[src/rtl/roc_pkg.sv]
// Package: register map, field positions, counts and carrier types of the RC oscillation counters
package roc_pkg;

  // Register byte offsets
  localparam logic [7:0] OFF_CTRL0   = 8'h00;
  localparam logic [7:0] OFF_MODE    = 8'h04;
  localparam logic [7:0] OFF_DECADE  = 8'h08;
  localparam logic [7:0] OFF_BINARY  = 8'h0c;
  localparam logic [7:0] OFF_STATUS  = 8'h10;
  localparam logic [7:0] OFF_MONITOR = 8'h14;

  // converter_control_0 fields
  localparam int         CTRL0_RUN_BIT    = 0;
  localparam int         CTRL0_SRC_BIT    = 1;
  localparam int         CTRL0_SUPPLY_BIT = 2;
  localparam logic [3:0] CTRL0_RESET      = 4'h0;

  // oscillation_mode_select fields
  localparam int         MODE_OFF_BIT = 3;
  localparam logic [3:0] MODE_RESET   = 4'h0;
  localparam logic [2:0] MODE_EXT_A   = 3'h0;
  localparam logic [2:0] MODE_RR_RC_A = 3'h1;
  localparam logic [2:0] MODE_SR_RC_A = 3'h2;
  localparam logic [2:0] MODE_S2_RC_A = 3'h3;
  localparam logic [2:0] MODE_RR_SC_A = 3'h4;
  localparam logic [2:0] MODE_RR_C_B  = 3'h5;
  localparam logic [2:0] MODE_SR_C_B  = 3'h6;
  localparam logic [2:0] MODE_EXT_B   = 3'h7;

  // Status and monitor fields
  localparam int STATUS_DEC_OVF_BIT  = 0;
  localparam int STATUS_BIN_OVF_BIT  = 1;
  localparam int STATUS_COUNTING_BIT = 2;
  localparam int MONITOR_EN_BIT      = 0;

  // Oscillator pin indices
  localparam int PIN_REF_R_A  = 0;
  localparam int PIN_SENS_R_A = 1;
  localparam int PIN_SECOND_A = 2;
  localparam int PIN_REF_C_A  = 3;
  localparam int PIN_REF_R_B  = 4;
  localparam int PIN_SENS_R_B = 5;
  localparam int OSC_PINS     = 6;

  // Counter limits: decade counter tops at 79,999, binary at 16,383
  localparam int          DEC_W        = 19;
  localparam logic [3:0]  DEC_DIGIT_MAX = 4'h9;
  localparam logic [2:0]  DEC_TOP_MAX   = 3'h7;
  localparam int          BIN_W        = 14;
  localparam logic [13:0] BIN_MAX      = 14'h3fff;

  localparam logic [11:0] IRQ_VECTOR = 12'h02f;
  localparam logic [1:0]  RESP_OKAY   = 2'h0;
  localparam logic [1:0]  RESP_SLVERR = 2'h2;

  typedef enum logic [1:0] {
    PH_IDLE,
    PH_ARMED,
    PH_COUNTING
  } roc_phase_type;

  typedef struct packed {
    logic [OSC_PINS-1:0] out;
    logic [OSC_PINS-1:0] oe;
  } roc_osc_pins_type;

  typedef struct packed {
    logic ch_zero;
    logic ch_one;
  } roc_osc_enable_type;

endpackage

[src/rtl/roc_counters.sv]
// Counters, control registers, pin decode and AXI4-Lite slave of the RC oscillation converter
// Contract
// - Decade counter on system clock, 0 to 79,999
// - 14-bit binary counter on oscillation clock, 0..16,383
// - Each counter overflow sets flag, may interrupt
// - Control 0 bit 1 picks interrupt source
// - Interrupt vector address is 02F hex
// - Control 0 bit 0 runs or halts conversion
// - Control 0 bit 2 powers both counters
// - Mode field codes 1-6 choose oscillating pair
// - Only selected pair drives; bit 3 floats all
// - Codes 0 and 7 count external inputs
// - Never enable both oscillation channels together
// - Oscillation clock can be routed to monitor pin
// - Counting starts after run plus start sync
// - Reference overflow clears run, stops, interrupts
//
// Implementation choices: the register addresses and the AXI4-Lite register port.
`timescale 1ns/1ps
module roc_counters #(
  parameter int ADDR_W = 8
) (
  input  wire logic                          CLK,            // System clock, 10 MHz
  input  wire logic                          ARST_N,         // Asynchronous reset, active low
  input  wire logic [ADDR_W-1:0]             S_AXI_AWADDR,   // Write address
  input  wire logic                          S_AXI_AWVALID,  // Write address valid
  output logic                               S_AXI_AWREADY,  // Write address ready
  input  wire logic [31:0]                   S_AXI_WDATA,    // Write data
  input  wire logic [3:0]                    S_AXI_WSTRB,    // Write byte strobes
  input  wire logic                          S_AXI_WVALID,   // Write data valid
  output logic                               S_AXI_WREADY,   // Write data ready
  output logic [1:0]                         S_AXI_BRESP,    // Write response
  output logic                               S_AXI_BVALID,   // Write response valid
  input  wire logic                          S_AXI_BREADY,   // Write response ready
  input  wire logic [ADDR_W-1:0]             S_AXI_ARADDR,   // Read address
  input  wire logic                          S_AXI_ARVALID,  // Read address valid
  output logic                               S_AXI_ARREADY,  // Read address ready
  output logic [31:0]                        S_AXI_RDATA,    // Read data
  output logic [1:0]                         S_AXI_RRESP,    // Read response
  output logic                               S_AXI_RVALID,   // Read data valid
  input  wire logic                          S_AXI_RREADY,   // Read data ready
  input  wire logic                          RC_OSC_CLK,     // Raw clock from the RC oscillator
  input  wire logic                          EXT_IN_A,       // External clock input, channel 0
  input  wire logic                          EXT_IN_B,       // External clock input, channel 1
  output roc_pkg::roc_osc_pins_type          OSC_PINS,       // Oscillator pin drive and enables
  output roc_pkg::roc_osc_enable_type        OSC_ENABLE,     // Analog channel enables
  output logic                               MONITOR_OUT,    // Monitor pin level
  output logic                               MONITOR_OE,     // Monitor pin output enable
  output logic                               CONVERTER_IRQ,  // Interrupt request pulse
  output logic [11:0]                        VECTOR_ADDR     // Interrupt vector address
);

  typedef struct packed {
    logic                        aw_held;
    logic [7:0]                  awaddr;
    logic                        w_held;
    logic [31:0]                 wdata;
    logic [3:0]                  wstrb;
    logic                        awready;
    logic                        wready;
    logic                        bvalid;
    logic [1:0]                  bresp;
    logic                        arready;
    logic                        rvalid;
    logic [31:0]                 rdata;
    logic [1:0]                  rresp;
    logic                        run;
    logic                        src;
    logic                        supply;
    logic [3:0]                  mode;
    logic                        monitor_en;
    logic [roc_pkg::DEC_W-1:0]   decade;
    logic [roc_pkg::BIN_W-1:0]   binary;
    logic                        dec_flag;
    logic                        bin_flag;
    roc_pkg::roc_phase_type      phase;
    logic                        osc_meta;
    logic                        osc_sync;
    logic                        osc_prev;
    roc_pkg::roc_osc_pins_type   pins;
    roc_pkg::roc_osc_enable_type osc_en;
    logic                        mon_out;
    logic                        mon_oe;
    logic                        irq;
    logic [11:0]                 vector;
  } roc_state_type;

  roc_state_type state_reg;
  roc_state_type state_next;

  logic       osc_select;
  logic       osc_edge;
  logic       counting;
  logic       dec_ovf;
  logic       bin_ovf;
  logic       ref_ovf;
  logic [19:0] dec_step_val;
  logic       wr_fire;
  logic       rd_fire;
  logic [7:0] rd_addr;

  if (ADDR_W < 8 || ADDR_W > 32) begin : g_addr_check
    $error("ADDR_W must lie between 8 and 32");
  end

  // Returns {carry, next} for one BCD step that wraps from 79,999 to zero
  function automatic logic [19:0] dec_step(input logic [18:0] v);
    logic [18:0] r;
    logic        c;
    r = v;
    c = 1'b1;
    for (int i = 0; i < 4; i++) begin
      if (c) begin
        if (r[i*4 +: 4] == roc_pkg::DEC_DIGIT_MAX) begin
          r[i*4 +: 4] = 4'h0;
        end else begin
          r[i*4 +: 4] = r[i*4 +: 4] + 4'h1;
          c = 1'b0;
        end
      end
    end
    if (c) begin
      if (r[18:16] == roc_pkg::DEC_TOP_MAX) begin
        r[18:16] = 3'h0;
      end else begin
        r[18:16] = r[18:16] + 3'h1;
        c = 1'b0;
      end
    end
    return {c, r};
  endfunction

  function automatic logic [31:0] merge(input logic [31:0] old, input logic [31:0] data,
                                        input logic [3:0] strb);
    logic [31:0] r;
    r = old;
    for (int b = 0; b < 4; b++) begin
      if (strb[b]) begin
        r[b*8 +: 8] = data[b*8 +: 8];
      end
    end
    return r;
  endfunction

  // External modes bypass the RC oscillator entirely
  // Mode bit 3 keeps the RC source, so an unavailable mode never counts an external input
  always_comb begin
    if (state_reg.mode[roc_pkg::MODE_OFF_BIT]) begin
      osc_select = RC_OSC_CLK;
    end else begin
      case (state_reg.mode[2:0])
        roc_pkg::MODE_EXT_A: osc_select = EXT_IN_A;
        roc_pkg::MODE_EXT_B: osc_select = EXT_IN_B;
        default:             osc_select = RC_OSC_CLK;
      endcase
    end
  end

  always_comb begin
    logic [31:0] merged;
    logic [31:0] rd_val;
    logic        rd_ok;
    logic        wr_ok;
    merged = 32'h0000_0000;
    rd_val = 32'h0000_0000;
    rd_ok  = 1'b1;
    wr_ok  = 1'b1;
    state_next = state_reg;

    // The oscillation clock has no phase relation to CLK, so it is counted as sampled edges
    state_next.osc_meta = osc_select;
    state_next.osc_sync = state_reg.osc_meta;
    state_next.osc_prev = state_reg.osc_sync;
    osc_edge = state_reg.osc_sync & ~state_reg.osc_prev;

    counting     = (state_reg.phase == roc_pkg::PH_COUNTING);
    dec_step_val = dec_step(state_reg.decade);
    dec_ovf      = counting & dec_step_val[19];
    bin_ovf      = counting & osc_edge & (state_reg.binary == roc_pkg::BIN_MAX);
    ref_ovf      = state_reg.src ? bin_ovf : dec_ovf;

    if (counting) begin
      state_next.decade = dec_step_val[18:0];
      if (osc_edge) begin
        state_next.binary = state_reg.binary + 14'h0001;
      end
    end

    // Start is held back one cycle after run, standing in for the falling-edge start sync
    case (state_reg.phase)
      roc_pkg::PH_IDLE: begin
        if (state_reg.run && state_reg.supply) begin
          state_next.phase = roc_pkg::PH_ARMED;
        end
      end
      roc_pkg::PH_ARMED: begin
        if (!state_reg.run || !state_reg.supply) begin
          state_next.phase = roc_pkg::PH_IDLE;
        end else begin
          state_next.phase = roc_pkg::PH_COUNTING;
        end
      end
      roc_pkg::PH_COUNTING: begin
        if (!state_reg.run || !state_reg.supply || ref_ovf) begin
          state_next.phase = roc_pkg::PH_IDLE;
        end
      end
      default: state_next.phase = roc_pkg::PH_IDLE;
    endcase

    // AXI write channel: address and data are taken independently
    if (S_AXI_AWVALID && state_reg.awready) begin
      state_next.aw_held = 1'b1;
      state_next.awaddr  = S_AXI_AWADDR[7:0];
    end
    if (S_AXI_WVALID && state_reg.wready) begin
      state_next.w_held = 1'b1;
      state_next.wdata  = S_AXI_WDATA;
      state_next.wstrb  = S_AXI_WSTRB;
    end
    wr_fire = state_reg.aw_held & state_reg.w_held & ~state_reg.bvalid;
    if (wr_fire) begin
      merged = merge(32'h0000_0000, state_reg.wdata, state_reg.wstrb);
      case (state_reg.awaddr)
        roc_pkg::OFF_CTRL0: begin
          if (state_reg.wstrb[0]) begin
            state_next.run    = merged[roc_pkg::CTRL0_RUN_BIT];
            state_next.src    = merged[roc_pkg::CTRL0_SRC_BIT];
            state_next.supply = merged[roc_pkg::CTRL0_SUPPLY_BIT];
          end
        end
        roc_pkg::OFF_MODE: begin
          if (state_reg.wstrb[0]) begin
            state_next.mode = merged[3:0];
          end
        end
        roc_pkg::OFF_DECADE: begin
          if (!state_reg.run) begin
            merged = merge({13'h0000, state_reg.decade}, state_reg.wdata, state_reg.wstrb);
            state_next.decade = merged[roc_pkg::DEC_W-1:0];
          end
        end
        roc_pkg::OFF_BINARY: begin
          if (!state_reg.run) begin
            merged = merge({18'h00000, state_reg.binary}, state_reg.wdata, state_reg.wstrb);
            state_next.binary = merged[roc_pkg::BIN_W-1:0];
          end
        end
        roc_pkg::OFF_STATUS: begin
          if (merged[roc_pkg::STATUS_DEC_OVF_BIT]) begin
            state_next.dec_flag = 1'b0;
          end
          if (merged[roc_pkg::STATUS_BIN_OVF_BIT]) begin
            state_next.bin_flag = 1'b0;
          end
        end
        roc_pkg::OFF_MONITOR: begin
          if (state_reg.wstrb[0]) begin
            state_next.monitor_en = merged[roc_pkg::MONITOR_EN_BIT];
          end
        end
        default: wr_ok = 1'b0;
      endcase
      state_next.bvalid = 1'b1;
      state_next.bresp  = wr_ok ? roc_pkg::RESP_OKAY : roc_pkg::RESP_SLVERR;
    end
    if (state_reg.bvalid && S_AXI_BREADY) begin
      state_next.bvalid  = 1'b0;
      state_next.aw_held = 1'b0;
      state_next.w_held  = 1'b0;
    end

    // Hardware events are applied after software, so a set beats a same-cycle clear
    if (dec_ovf) begin
      state_next.dec_flag = 1'b1;
    end
    if (bin_ovf) begin
      state_next.bin_flag = 1'b1;
    end
    if (ref_ovf) begin
      state_next.run = 1'b0;
    end
    state_next.irq    = ref_ovf;
    state_next.vector = roc_pkg::IRQ_VECTOR;

    // AXI read channel
    rd_fire = S_AXI_ARVALID & state_reg.arready;
    rd_addr = S_AXI_ARADDR[7:0];
    if (rd_fire) begin
      case (rd_addr)
        roc_pkg::OFF_CTRL0: begin
          rd_val[roc_pkg::CTRL0_RUN_BIT]    = state_reg.run;
          rd_val[roc_pkg::CTRL0_SRC_BIT]    = state_reg.src;
          rd_val[roc_pkg::CTRL0_SUPPLY_BIT] = state_reg.supply;
        end
        roc_pkg::OFF_MODE:    rd_val[3:0] = state_reg.mode;
        roc_pkg::OFF_DECADE:  rd_val[roc_pkg::DEC_W-1:0] = state_reg.decade;
        roc_pkg::OFF_BINARY:  rd_val[roc_pkg::BIN_W-1:0] = state_reg.binary;
        roc_pkg::OFF_STATUS: begin
          rd_val[roc_pkg::STATUS_DEC_OVF_BIT]  = state_reg.dec_flag;
          rd_val[roc_pkg::STATUS_BIN_OVF_BIT]  = state_reg.bin_flag;
          rd_val[roc_pkg::STATUS_COUNTING_BIT] = counting;
        end
        roc_pkg::OFF_MONITOR: rd_val[roc_pkg::MONITOR_EN_BIT] = state_reg.monitor_en;
        default:              rd_ok = 1'b0;
      endcase
      state_next.rvalid = 1'b1;
      state_next.rdata  = rd_val;
      state_next.rresp  = rd_ok ? roc_pkg::RESP_OKAY : roc_pkg::RESP_SLVERR;
    end else if (state_reg.rvalid && S_AXI_RREADY) begin
      state_next.rvalid = 1'b0;
    end
    state_next.awready = ~state_next.aw_held;
    state_next.wready  = ~state_next.w_held;
    state_next.arready = ~state_next.rvalid;

    // Pins float unless the oscillator runs; bit 3 of the mode floats every oscillator pin, while the monitor pin follows monitor_en
    state_next.pins   = '0;
    state_next.osc_en = '0;
    if (state_next.phase == roc_pkg::PH_COUNTING && !state_reg.mode[roc_pkg::MODE_OFF_BIT]) begin
      case (state_reg.mode[2:0])
        roc_pkg::MODE_RR_RC_A: begin
          state_next.osc_en.ch_zero = 1'b1;
          state_next.pins.oe[roc_pkg::PIN_REF_R_A] = 1'b1;
          state_next.pins.oe[roc_pkg::PIN_REF_C_A] = 1'b1;
          state_next.pins.out[roc_pkg::PIN_REF_R_A] = state_reg.osc_sync;
          state_next.pins.out[roc_pkg::PIN_REF_C_A] = ~state_reg.osc_sync;
        end
        roc_pkg::MODE_SR_RC_A: begin
          state_next.osc_en.ch_zero = 1'b1;
          state_next.pins.oe[roc_pkg::PIN_SENS_R_A] = 1'b1;
          state_next.pins.oe[roc_pkg::PIN_REF_C_A]  = 1'b1;
          state_next.pins.out[roc_pkg::PIN_SENS_R_A] = state_reg.osc_sync;
          state_next.pins.out[roc_pkg::PIN_REF_C_A]  = ~state_reg.osc_sync;
        end
        roc_pkg::MODE_S2_RC_A: begin
          state_next.osc_en.ch_zero = 1'b1;
          state_next.pins.oe[roc_pkg::PIN_SECOND_A] = 1'b1;
          state_next.pins.oe[roc_pkg::PIN_REF_C_A]  = 1'b1;
          state_next.pins.out[roc_pkg::PIN_SECOND_A] = state_reg.osc_sync;
          state_next.pins.out[roc_pkg::PIN_REF_C_A]  = ~state_reg.osc_sync;
        end
        roc_pkg::MODE_RR_SC_A: begin
          state_next.osc_en.ch_zero = 1'b1;
          state_next.pins.oe[roc_pkg::PIN_REF_R_A]  = 1'b1;
          state_next.pins.oe[roc_pkg::PIN_SECOND_A] = 1'b1;
          state_next.pins.out[roc_pkg::PIN_REF_R_A]  = state_reg.osc_sync;
          state_next.pins.out[roc_pkg::PIN_SECOND_A] = ~state_reg.osc_sync;
        end
        roc_pkg::MODE_RR_C_B: begin
          state_next.osc_en.ch_one = 1'b1;
          state_next.pins.oe[roc_pkg::PIN_REF_R_B]  = 1'b1;
          state_next.pins.out[roc_pkg::PIN_REF_R_B] = state_reg.osc_sync;
        end
        roc_pkg::MODE_SR_C_B: begin
          state_next.osc_en.ch_one = 1'b1;
          state_next.pins.oe[roc_pkg::PIN_SENS_R_B]  = 1'b1;
          state_next.pins.out[roc_pkg::PIN_SENS_R_B] = state_reg.osc_sync;
        end
        default: state_next.osc_en = '0;
      endcase
    end
    state_next.mon_oe  = state_reg.monitor_en;
    state_next.mon_out = state_reg.monitor_en & state_reg.osc_sync;
  end

  always_ff @(posedge CLK or negedge ARST_N) begin
    if (!ARST_N) begin
      state_reg        <= '0;
      state_reg.mode   <= roc_pkg::MODE_RESET;
      state_reg.vector <= roc_pkg::IRQ_VECTOR;
    end else begin
      state_reg <= state_next;
    end
  end

  assign S_AXI_AWREADY = state_reg.awready;
  assign S_AXI_WREADY  = state_reg.wready;
  assign S_AXI_BVALID  = state_reg.bvalid;
  assign S_AXI_BRESP   = state_reg.bresp;
  assign S_AXI_ARREADY = state_reg.arready;
  assign S_AXI_RVALID  = state_reg.rvalid;
  assign S_AXI_RDATA   = state_reg.rdata;
  assign S_AXI_RRESP   = state_reg.rresp;
  assign OSC_PINS      = state_reg.pins;
  assign OSC_ENABLE    = state_reg.osc_en;
  assign MONITOR_OUT   = state_reg.mon_out;
  assign MONITOR_OE    = state_reg.mon_oe;
  assign CONVERTER_IRQ = state_reg.irq;
  assign VECTOR_ADDR   = state_reg.vector;
endmodule

[config.mk]
export PLATFORM = sky130hd
export DESIGN_NAME = roc_counters
export DESIGN_NICKNAME = d
export VERILOG_FILES = /design/src/rtl/roc_pkg.sv /design/src/rtl/roc_counters.sv
export SDC_FILE = /design/constraint.sdc
export NUM_CORES = 1
export LEC_CHECK = 0
export ABC_AREA = 1
export ABC_CLOCK_PERIOD_IN_PS = 2920
export BUFFER_PORTS_ARGS = -buffer_cell sky130_fd_sc_hd__buf_2
export CORE_MARGIN = 5
export CORE_UTILIZATION = 55
export DETAILED_ROUTE_END_ITERATION = 6
export PLACE_DENSITY = 0.8
export RECOVER_POWER = 25
export SYNTH_ARGS = -nofsm -noshare
export SYNTH_HDL_FRONTEND = slang
export SYNTH_SLANG_ARGS = --single-unit
[constraint.sdc]
create_clock -name CLK -period 2.92 [get_ports CLK]
set_input_delay 0.438 -clock CLK [delete_from_list [all_inputs] [get_ports CLK]]
set_output_delay 0.438 -clock CLK [all_outputs]
set_load 0.02 [all_outputs]
## Word level (Yosys, flattened, before mapping)

Index checks and enable logic that the tools add are counted.

- Register bits: 139
- Input bits: 62

- $add $sub $neg: 6
- Eq/ne operators: 31
- Mux-type cells: 84
- Bitwise logic cells: 14
- Reduce and logical (&&, ||, !) cells: 38

Operator list:

| kind | count |
|---|---|
| 14-bit 2-to-1 mux | 4 |
| 4-bit 2-to-1 mux | 11 |
| 43-bit 2-to-1 mux | 1 |
| 1-bit 2-to-1 mux | 40 |
| 19-bit 2-to-1 mux | 2 |
| 37-bit 2-to-1 mux | 1 |
| 33-bit 2-to-1 mux | 1 |
| 8-bit by 4-bit equality test with 1-bit output, second input constant | 4 |
| 8-bit by 5-bit equality test with 1-bit output, second input constant | 4 |
| 4-bit inequality test, second input constant | 5 |
| 10-bit case mux with 2 select lines | 1 |
| 2-bit nonzero test | 10 |
| 3-bit 2-to-1 mux | 6 |
| 3-bit AND reduction | 6 |
| 4-bit by 1-bit adder with 4-bit output, second input constant | 4 |
| 4-bit equality test, second input constant | 4 |
| 8-bit by 3-bit equality test with 1-bit output, second input constant | 2 |
| 8-bit zero test | 2 |
| 8-bit 2-to-1 mux | 2 |
| 3-bit equality test, second input constant | 5 |
| 14-bit by 1-bit adder with 14-bit output, second input constant | 1 |
| 14-bit equality test, second input constant | 1 |
| 2-bit 2-to-1 mux | 6 |
| 6-bit OR reduction | 2 |
| 23 further kinds | 48 |

## Logic depth before layout (Yosys ltp)

Gate-level depths: netlist (run 1).

- Depth in word-level cells: 14
- Gate-level depth with buffers: 11
- Gate-level depth less buffers: 11

## Least setup slack after synthesis (run 1)

No wires, ideal clock.

- Path kind: register -> register
- Start: register state_reg, in the netlist S_AXI_BVALID
- End: register state_reg[43] (netlist name)
- Data arrival time: 1.453 ns
- Data required time: 2.782 ns
- Setup slack: 1.329 ns
- Cell stages (with the launch flop): 8
- Path buffers: 1
- Clock period less this slack: 1.591 ns
- Path through: dfrtp_1 > inv_1 > nand3_1 > nor2_1 > nand3_2 > buf_2 > o211ai_2 > o221ai_1

- Word-level cells in the longest chain between the ends: 3
- Elaborated cells between the ends (all ways): 4

RTL lines:

| element | line | text |
|---|---|---|
| start, declared | roc_counters.sv:88 | `roc_state_type state_reg;` |
| start signal, assigned | roc_counters.sv:373 | `state_reg <= state_next;` |
| 1-bit NOT * | roc_counters.sv:221 | `wr_fire = state_reg.aw_held & state_reg.w_held & ~state_reg.bvalid;` |
| 1-bit bitwise AND * | roc_counters.sv:221 |  |
| 4-bit inequality test (no line) / 43-bit 2-to-1 mux (equally long branches) | n/a |  |

Every way passes the cells marked *; elsewhere a longest branch is shown, timed or not. The select of a mux whose other input is x is not followed.
A chain may end at the register's enable or synchronous reset.

## Worst setup path after layout (run 1)

- Start: register state_reg, in the netlist S_AXI_BVALID
- End: register state_reg[58] (netlist name)

Same word-level chain as after synthesis.

==> qor.csv, run 1 <==
metric,value,unit
asr flop ratio synth,100.0,%
DRT Pass-1 Iters,5,
Pleak,3.638,nW
most frequent cells after synthesis,"210 x nand2_1, 123 x dfrtp_1, 82 x inv_1",
Initial Util,55.49,%
Placed Instances,1008,
top_reg_cell synth,dfrtp_1,
count of cell types in the netlist,43,
Clock Pin Slew Worst Setup and Hold Paths,0.06,ns
Fin. Hold Viols,0,
Worst Max-Slew Pin Slew,1.433,ns
PostCTS Resize Cnt,0,
"Max FO, Critical Path",9,
Yosys warnings,0,
Worst VDD drop,0.3982,mV
Yosys top cell by area,dfrtp_1,
Antenna diodes,0,
Max Freq,448.4,MHz
Hold Path Depth,3,
die area,0.01425,mm^2
Area contributors post-synth,"dfrtp_1 47%, nand2_1 12%, buf_4 7.4%",
sw power,2.135,mW
post-synth design cell area,0.006581,mm^2
first-pass GRT wire length,24660,um
Final Non-Filler Cells,1040,
RSZ-0062 raised after global routing,no,
Final period util,76.37,%
"Seq/Total Area, Yosys",46.77,%
Iter 0 DRT Violations,610,
Pwr Density,820.3,mW/mm^2
Area after DPL,0.006827,mm^2
Pint,3.958,mW
CTS buffer count,17,
htree depth,4,
clock share of power,34.9,%
routed len/inst,14.23,um
GP Congestion,0.9146,
max_cap viols,0,
crit path kind,reg2reg,
CORE AREA,0.01186,mm^2
Hold Buf Count CTS,0,
synthesized area per cell,8.046,um^2
total vias in the final route,5449,
GRT Total Usage,21.18,%
Num Clock Sinks,123,
Min Hold Slack,0.2169,ns
clk buf depth,2,
Rel. slew slack,4.454,%
Post-route DRC,0,
Final WS setup,0.6900,ns
Reg power frac,42.1,%
Final Slew Violations,0,
design area,0.007428,mm^2
Gate power share,23.0,%
Detail Route Antenna Nets,0,
CP endpoint kind,flop,
initial antenna violation count,0,
Die X,119.4,um
DP Worst Slack,0.9418,ns
area delta synth->final,12.87,%
# setup viols final,0,
std cell rows,40,
largest net degree at the start of global routing,60,
vias in the first global route,5249,
Ports,132,
Setup Buffers After CTS,0,
Crit path required time,3.18,ns
Worst Reg-to-Reg Cells,8,
Post-synth EDFFs,0,
Port-buffer cells,90,
max reg flops,77,
min Tclk post-route,2.230,ns
layout cell share with drive strength beyond 1,19.37,%
CP Data Arrival Time,2.49,ns
outcome,"complete, no violations",
total global routing overflow,0,
Setup crit start kind,flop,
TNS Setup,0,ns
drt via density,5.239,
clock latency on the worst-skew pair,0.41,ns
sw frac,35.04,%
CTS tree,done,
share of the synthesized area in the top cell type,46.77,%
Cells after Synth,818,
Final nets,945,
skew final,0.007719,ns
Root Buffer,clkbuf_16,
final wirelength,14800,um
die span in y,119.4,um
"FF+latch count, synth",123,
Hold Crit Class,in2reg,
dpl hpwl,10880,um
most common cell in the synthesized netlist,nand2_1,
## path summary, 6_finish.rpt
| check | startpoint | end | slack, ns |
|---|---|---|---|
| min in group asynchronous | ARST_N | state_reg[155] | 0.36 |
| max reg2reg | S_AXI_BVALID | state_reg[58] | 0.69 |
| max | S_AXI_BVALID | state_reg[58] | 0.69 |
| min | S_AXI_WDATA[17] | state_reg[139] | 0.22 |
| max in group asynchronous | ARST_N | state_reg[119] | 1.21 |
| min reg2reg | state_next[30] | state_next[29] | 0.35 |
## metal layers
layer / wire [um] / vias to the layer above / global-route usage (%)
met4: 179 / 0 / 6.156
li1: - / 2695 / -
met5: 0 / - / 0
met3: 1302 / 18 / 4.891
met1: 6541 / 2494 / 29.55
met2: 6776 / 242 / 33.27
## power groups by stage
stage	clock, mW	combinational [mW]	sequential, mW
after detailed placement	0	1.38	2.57
after floorplan	0	1.13	2.45
after CTS	2.14	1.40	2.55
after global placement	0	1.34	2.56
after global routing	2.21	1.60	2.63
final	2.12	1.40	2.57
## cells in the final DEF (no fill, tap or decap), types with 3 or more instances in the layout
cell type / n
nand2_2: 7
nand2_1: 210
clkinv_2: 4
nand4_1: 7
o21ai_0: 66
buf_4: 5
buf_2: 89
o31ai_1: 4
o221ai_1: 7
inv_1: 82
dfrtp_1: 123
bufinv_16: 3
o211ai_1: 4
a31oi_1: 7
xor2_1: 8
nand3_1: 36
o22ai_1: 8
clkbuf_16: 17
nand4_2: 3
o21ai_1: 7
conb_1: 27
nand3_2: 6
nor2_2: 7
a21oi_1: 29
nor3_1: 6
inv_2: 5
inv_6: 3
nor2_4: 6
nor2_1: 75
ha_1: 3
nor3_4: 3
## kinds of logic after synthesis
logic type | share of synthesized area (%)
AND/OR/NAND/NOR | 25.78
other | 0.1141
adder cells (fa/ha/maj) | 0.5704
buffers and inverters | 13.54
flip-flops | 46.77
XOR/XNOR | 1.198
AO/OA/AOI/OAI | 12.03
## critical path, cell delays in order (launching register included)
cell and delay (ns):
dfrtp_1 0.38, inv_1 0.07, nand3_1 0.21, nor2_1 0.24
nand3_1 0.38, o21ai_0 0.30, inv_1 0.10, o21ai_0 0.23
o211ai_1 0.16
## final cells by class
| cell class | instances | area (um^2) |
|---|---|---|
| flip-flops and latches | 123 | 3078 |
| well taps | 147 | 183.9 |
| inverters | 90 | 340.3 |
| repair buffers | 97 | 511.7 |
| clock inverters | 14 | 168.9 |
| fillers | 999 | 4433 |
| clock buffers | 18 | 439.2 |
| multi-input cells | 551 | 2706 |
## metrics by stage
stage	power (mW)	utilization (%)
3_5_place_dp	3.948	57.55
3_3_place_gp	3.898	57.55
2_1_floorplan	3.573	-
4_1_cts	6.094	62.68
6_report	6.093	62.63
5_1_grt	6.444	62.63
No activity file was read; power rests on OpenSTA's default activity.
==> run 2, diff against run 1 <==
- ABC_CLOCK_PERIOD_IN_PS: 2920 -> 2200
- clock period: 2.92 -> 2.2 ns (I/O delays scaled with it)
==> run 2 against run 1 <==
  * Total power is 33% higher
  * Sequential share of layout area is 0.063 points lower
  * Largest power group unchanged
  * Highest routed layer unchanged
  * Sequential cell count stayed put
==> qor.csv, run 2 (synthesis results as in run 1) <==
metric,value,unit,change
Final Slew Violations,0,,unchanged
R2R Setup Slk,0.31,ns,-0.38 ns
Final period util,85.94,%,+9.6 points
crit path kind,reg2reg,,
std cell rows,40,,unchanged
Iter 0 DRT Violations,608,,-0.33%
dpl hpwl,10950,um,+0.64%
Port-buffer cells,90,,unchanged
# setup viols final,0,,unchanged
layout cell share with drive strength beyond 1,19.08,%,-0.29 points
Hold Crit Class,in2reg,,
Setup Buffers After CTS,0,,unchanged
R2R Path End,state_reg[58],,
CP Data Arrival Time,2.16,ns,-0.33 ns
Rel. slew slack,28.73,%,+24 points
Final nets,950,,+0.53%
DRT Pass-1 Iters,7,,+2
drt via density,5.265,,+0.48%
vias in the first global route,5087,,-3.1%
RSZ-0062 raised after global routing,no,,
Num Clock Sinks,123,,unchanged
Worst Reg-to-Reg Cells,9,,+1
CORE AREA,0.01186,mm^2,unchanged
Setup crit start kind,flop,,
Fin. Hold Viols,0,,unchanged
Max Freq,528.9,MHz,+18%
Pwr Density,1087,mW/mm^2,+33%
r2r startpoint,state_reg[161],,
total global routing overflow,0,,unchanged
Detail Route Antenna Nets,0,,unchanged
Area after DPL,0.006857,mm^2,+0.44%
clk buf depth,2,,unchanged
Ports,132,,unchanged
max reg flops,77,,unchanged
design area,0.007440,mm^2,+0.15%
Filler Cells Inserted,985,,-1.4%
initial antenna violation count,0,,unchanged
Antenna diodes,0,,unchanged
Worst Max-Slew Pin Slew,1.069,ns,-0.3641 ns
Crit path required time,2.47,ns,-0.71 ns
die area,0.01425,mm^2,unchanged
Final WS setup,0.3092,ns,-0.3807 ns
total vias in the final route,5491,,+0.77%
die span in y,119.4,um,unchanged
Post-route DRC,0,,unchanged
"Max FO, Critical Path",22,,+13
routed len/inst,14.65,um,+3.0%
CP endpoint kind,flop,,
Initial Util,55.49,%,unchanged
final wirelength,15280,um,+3.3%
htree depth,4,,unchanged
first-pass GRT wire length,25100,um,+1.8%
max_cap viols,0,,unchanged
"commonest non-fill, non-tap cells in the layout","211 x nand2_1, 123 x dfrtp_1, 89 x buf_2",,
area delta synth->final,13.04,%,
skew final,0.008511,ns,+0.0007921 ns
"commonest non-fill, non-tap cell in the layout",nand2_1,,
Die X,119.4,um,unchanged
Critical Path Source,state_reg[161],,
critical path endpoint,state_reg[58],,
CTS tree,done,,
Root Buffer,clkbuf_16,,
clock latency on the worst-skew pair,0.41,ns,about the same
TNS Setup,0,ns,unchanged
largest net degree at the start of global routing,43,,-28%
outcome,"complete, no violations",,
Worst VDD drop,0.5942,mV,+49%
CTS buffer count,17,,unchanged
GP Congestion,0.9192,,+0.50%
GRT Total Usage,21.83,%,+0.64 points
DP Worst Slack,0.3595,ns,-0.5823 ns
Clock Pin Slew Worst Setup and Hold Paths,0.06,ns,about the same
Pleak,3.631,nW,-0.21%
min Tclk post-route,1.891,ns,-0.3393 ns
==> run 2: cell count changes in the layout (fill, tap and decap cells not counted), sizes merged <==
cell         delta
dlygate4sd3     +1
clkinv          -4
clkinvlp        +3
inv             -2
clkbuf          +3
buf             +2
==> run 2: cell type report <==
class	count	area [um^2]	share of cell area (%)
multi-input combinational	551	2704	36.34
clock inverter	11	146.4	1.968
timing repair buffer	102	544.3	7.316
tap	147	183.9	2.472
sequential	123	3078	41.37
inverter	90	340.3	4.574
clock buffer	19	442.9	5.954
==> run 2: what timing repair did <==
action,CTS,global route
hold buffers,1,0
resized for setup,0,0
endpoints found under the setup margin,0,0
endpoints found under the hold margin,39,0
==> run 2: power breakdown <==
group,total (mW),switching [mW],leakage [nW],internal [mW]
Combinational,1.94,1.32,1.75,0.616
Clock,2.79,0.996,0.273,1.80
Sequential,3.36,0.510,1.61,2.85
Total,8.09,2.83,3.63,5.26
==> run 2: worst min path at each step <==
stage,from,end,slack [ns],cells past startpoint
6_report,S_AXI_WDATA[1],state_reg[123],0.11,3
5_1_grt,S_AXI_WDATA[1],state_reg[123],0.11,3
4_1_cts,S_AXI_WDATA[1],state_reg[123],0.10,3
3_5_place_dp,state_next[30],state_next[29],0.34,0
3_3_place_gp,state_next[30],state_next[29],0.33,0
2_1_floorplan,ARST_N,CONVERTER_IRQ,0.03,0
==> run 2: critical path, cell delays in order, from the launching register on <==
cell and delay (ns):
dfrtp_1 0.38, inv_1 0.09, nand4_2 0.20, nor2_4 0.20, nand3_1 0.10, buf_4 0.23
o21ai_0 0.15, inv_1 0.10, o21ai_0 0.17, o211ai_1 0.12
==> run 2: metrics by stage <==
stage / cells / hold slack [ns] / utilization [%] / total power, mW
final: 1043 / 0.1121 / 62.72 / 8.089
after global routing: 1043 / 0.1124 / 62.72 / 8.552
after CTS: 1043 / 0.1049 / 62.86 / 8.103
after detailed placement: 1012 / 0.3379 / 57.81 / 5.283
after global placement: 1012 / 0.3342 / 57.81 / 5.216
after floorplan: 843 / 0.03441 / - / 4.742
==> run 2: metal layers <==
metal | up-vias | share of wire, % | global-route usage, %
li1 | 2696 | - | -
met1 | 2539 | 43 | 30.34
met2 | 235 | 46 | 33.70
met3 | 21 | 9.0 | 5.128
met4 | 0 | 2.0 | 7.659
met5 | - | 0 | 0
==> run 3, diff against run 2 <==
- ABC_AREA: 1 -> default
==> run 3 against run 2 <==
  * Register-to-register slack lost 0.23 ns
  * First-iteration DRC count shrank 47%
  * Routed wire length shrank 3.3%
  * Core utilization grew 1.6 points
  * Sequential cell count is the same
  * Via count shrank 12%
  * Fmax shrank 11%
  * Critical endpoint is now state_reg[52]
  * The flow now finishes with violations (max-capacitance violations, max-slew violations)
  * Total power shrank 1.2%
==> qor.csv, run 3 <==
metric,value,unit,change
outcome,finished with violations,,
failing checks,"max-capacitance violations, max-slew violations",,
# setup viols final,0,,unchanged
CP endpoint kind,flop,,
CP Data Arrival Time,2.46,ns,+0.30 ns
Crit path required time,2.54,ns,+0.07 ns
Num Clock Sinks,123,,unchanged
"commonest non-fill, non-tap cell in the layout",dfrtp_1,,
Detail Route Antenna Nets,0,,unchanged
"commonest non-fill, non-tap cells in the layout","123 x dfrtp_1, 89 x buf_2, 61 x nand2_1",,
first-pass GRT wire length,23620,um,-5.9%
Hold Crit Class,in2reg,,
final wirelength,14780,um,-3.3%
Yosys warnings,0,,unchanged
most common cell in the synthesized netlist,dfrtp_1,,
"Max FO, Critical Path",11,,-50%
min-delay src,S_AXI_RREADY,,
vias in the first global route,4688,,-7.8%
Hold Path Depth,2,,-1
Fin. Hold Viols,0,,unchanged
Rel. slew slack,-10.29,%,-39 points
most frequent cells after synthesis,"123 x dfrtp_1, 63 x buf_4, 61 x nand2_1",,
RSZ-0062 raised after global routing,no,,
Worst Reg-to-Reg Cells,6,,-3
Critical Path Source,state_reg[157],,
clk buf depth,2,,unchanged
Iter 0 DRT Violations,321,,-47%
GP Congestion,0.9773,,+6.3%
CTS buffer count,17,,unchanged
Final Non-Filler Cells,843,,-19%
layout cell share with drive strength beyond 1,29.57,%,+10 points
Cells after Synth,619,,-24%
Ports,132,,unchanged
Final Slew Violations,124,,+124
r2r startpoint,state_reg[157],,
synthesized area per cell,10.21,um^2,+27%
post-synth design cell area,0.006322,mm^2,-3.9%
Setup crit start kind,flop,,
count of cell types in the netlist,66,,+53%
"FF+latch count, synth",123,,unchanged
Final nets,752,,-21%
Final period util,96.33,%,+10 points
drt via density,5.733,,+8.9%
Worst Max-Slew Pin Slew,1.654,ns,+0.5853 ns
htree depth,4,,unchanged
CORE AREA,0.01132,mm^2,-4.6%
Port-buffer cells,90,,unchanged
max_cap viols,1,,+1
Max Freq,471.8,MHz,-11%
Area contributors post-synth,"dfrtp_1 49%, buf_4 7.5%, mux2_2 6.6%",,
Pwr Density,1098,mW/mm^2,+0.97%
area delta synth->final,15.16,%,
CTS tree,done,,
die span in y,117.2,um,-1.8%
Root Buffer,clkbuf_16,,
largest net degree at the start of global routing,124,,+190%
Placed Instances,811,,-20%
Post-synth EDFFs,0,,unchanged
max reg flops,77,,unchanged
GRT Total Usage,22.40,%,+0.57 points
total vias in the final route,4833,,-12%
Final Power,7.993,mW,-1.2%
Pleak,3.467,nW,-4.5%
clock latency on the worst-skew pair,0.41,ns,about the same
Clock Pin Slew Worst Setup and Hold Paths,0.06,ns,about the same
min Tclk post-route,2.119,ns,+0.2286 ns
DRT Pass-1 Iters,4,,-3
dpl hpwl,10690,um,-2.4%
total global routing overflow,0,,unchanged
Post-route DRC,0,,unchanged
crit path kind,reg2reg,,
routed len/inst,17.53,um,+20%
TNS Setup,0,ns,unchanged
std cell rows,39,,-2.5%
share of the synthesized area in the top cell type,48.68,%,+1.9 points
Worst VDD drop,0.6045,mV,+1.7%
Die X,117.2,um,-1.8%
top_reg_cell synth,dfrtp_1,,
Yosys top cell by area,dfrtp_1,,
Initial Util,55.85,%,+0.36 points
Antenna diodes,0,,unchanged
"Seq/Total Area, Yosys",48.68,%,+1.9 points
skew final,0.008574,ns,+0.00006278 ns
die area,0.01374,mm^2,-3.6%
initial antenna violation count,0,,unchanged
asr flop ratio synth,100.0,%,unchanged
==> run 3: changes by cell type after synthesis, moves of 12 or more <==
cell / delta
o21ai_0: -26
o221a_2: +12
nor2_1: -46
inv_1: -64
nand2_1: -149
mux2_2: +37
mux2i_1: +17
==> run 3: path summary, 6_finish.rpt <==
kind                                  end  slack [ns]
max                         state_reg[52]        0.08
min                          S_AXI_RVALID        0.14
max reg2reg                 state_reg[52]        0.08
min reg2reg                state_next[29]        0.35
max in group asynchronous   state_reg[50]        0.67
min in group asynchronous    S_AXI_WREADY        0.46
==> run 3: critical path: stages (launching register included) <==
cell,delay [ns]
dfrtp_1,0.41
nor4bb_1,0.40
and4_1,0.56
buf_4,0.27
a21oi_1,0.05
o21ai_0,0.16
o221a_2,0.20
==> run 3: cells by family (layout without fill, tap and decap cells) <==
family | count (synthesis) | count (layout) | share of synthesized area, %
xor gates and xnor gates | 2 | 2 | 0.2771
DFF | 123 | 123 | 48.68
adders and majority gates | 3 | 3 | 0.5938
other | 2 | 27 | 0.1188
buffers and inverters | 110 | 166 | 10.55
AOI/OAI and AO/OA | 124 | 124 | 13.30
muxes | 55 | 55 | 9.638
and+or+nand+nor | 200 | 200 | 16.84
==> run 3: per-stage QoR <==
| stage | setup slack, ns | instance area [um^2] | hold slack (ns) | util, % |
|---|---|---|---|---|
| finish | 0.08065 | 7281 | 0.1388 | 64.31 |
| global route | 0.003287 | 7281 | 0.1273 | 64.31 |
| CTS | 0.09890 | 7287 | 0.05532 | 64.37 |
| detailed placement | 0.1201 | 6669 | 0.3479 | 58.91 |
| global placement | 0.1617 | 6669 | 0.3389 | 58.91 |
| floorplan | 0.2236 | 6416 | 0.03441 | - |
==> run 3: cell type report <==
type	instances	area [um^2]
clock inverter	12	171.4
sequential	123	3078
multi-input combinational	411	2678
inverter	18	67.56
clock buffer	20	446.7
tap	143	178.9
timing repair buffer	116	660.6
fill	898	4040
==> run 3: report_power, final <==
group / leakage (nW) / switching, mW / internal (mW)
logic: 1.55 / 0.784 / 0.788
registers: 1.62 / 0.679 / 2.83
clock network: 0.296 / 0.996 / 1.92
==> run 3: metal layers <==
metal,up-vias,global-route usage [%],wire length [um]
met1,2357,31.86,6453
li1,2290,-,-
met4,0,7.263,177
met3,18,5.244,1089
met5,-,0,0
met2,168,34.13,7057
==> run 3: what timing repair did <==
action | 4_1_cts | 5_1_grt
buffers inserted | 0 | 0
hold buffers | 0 | 0
setup endpoints to repair | 0 | 2
resized for setup | 0 | 1
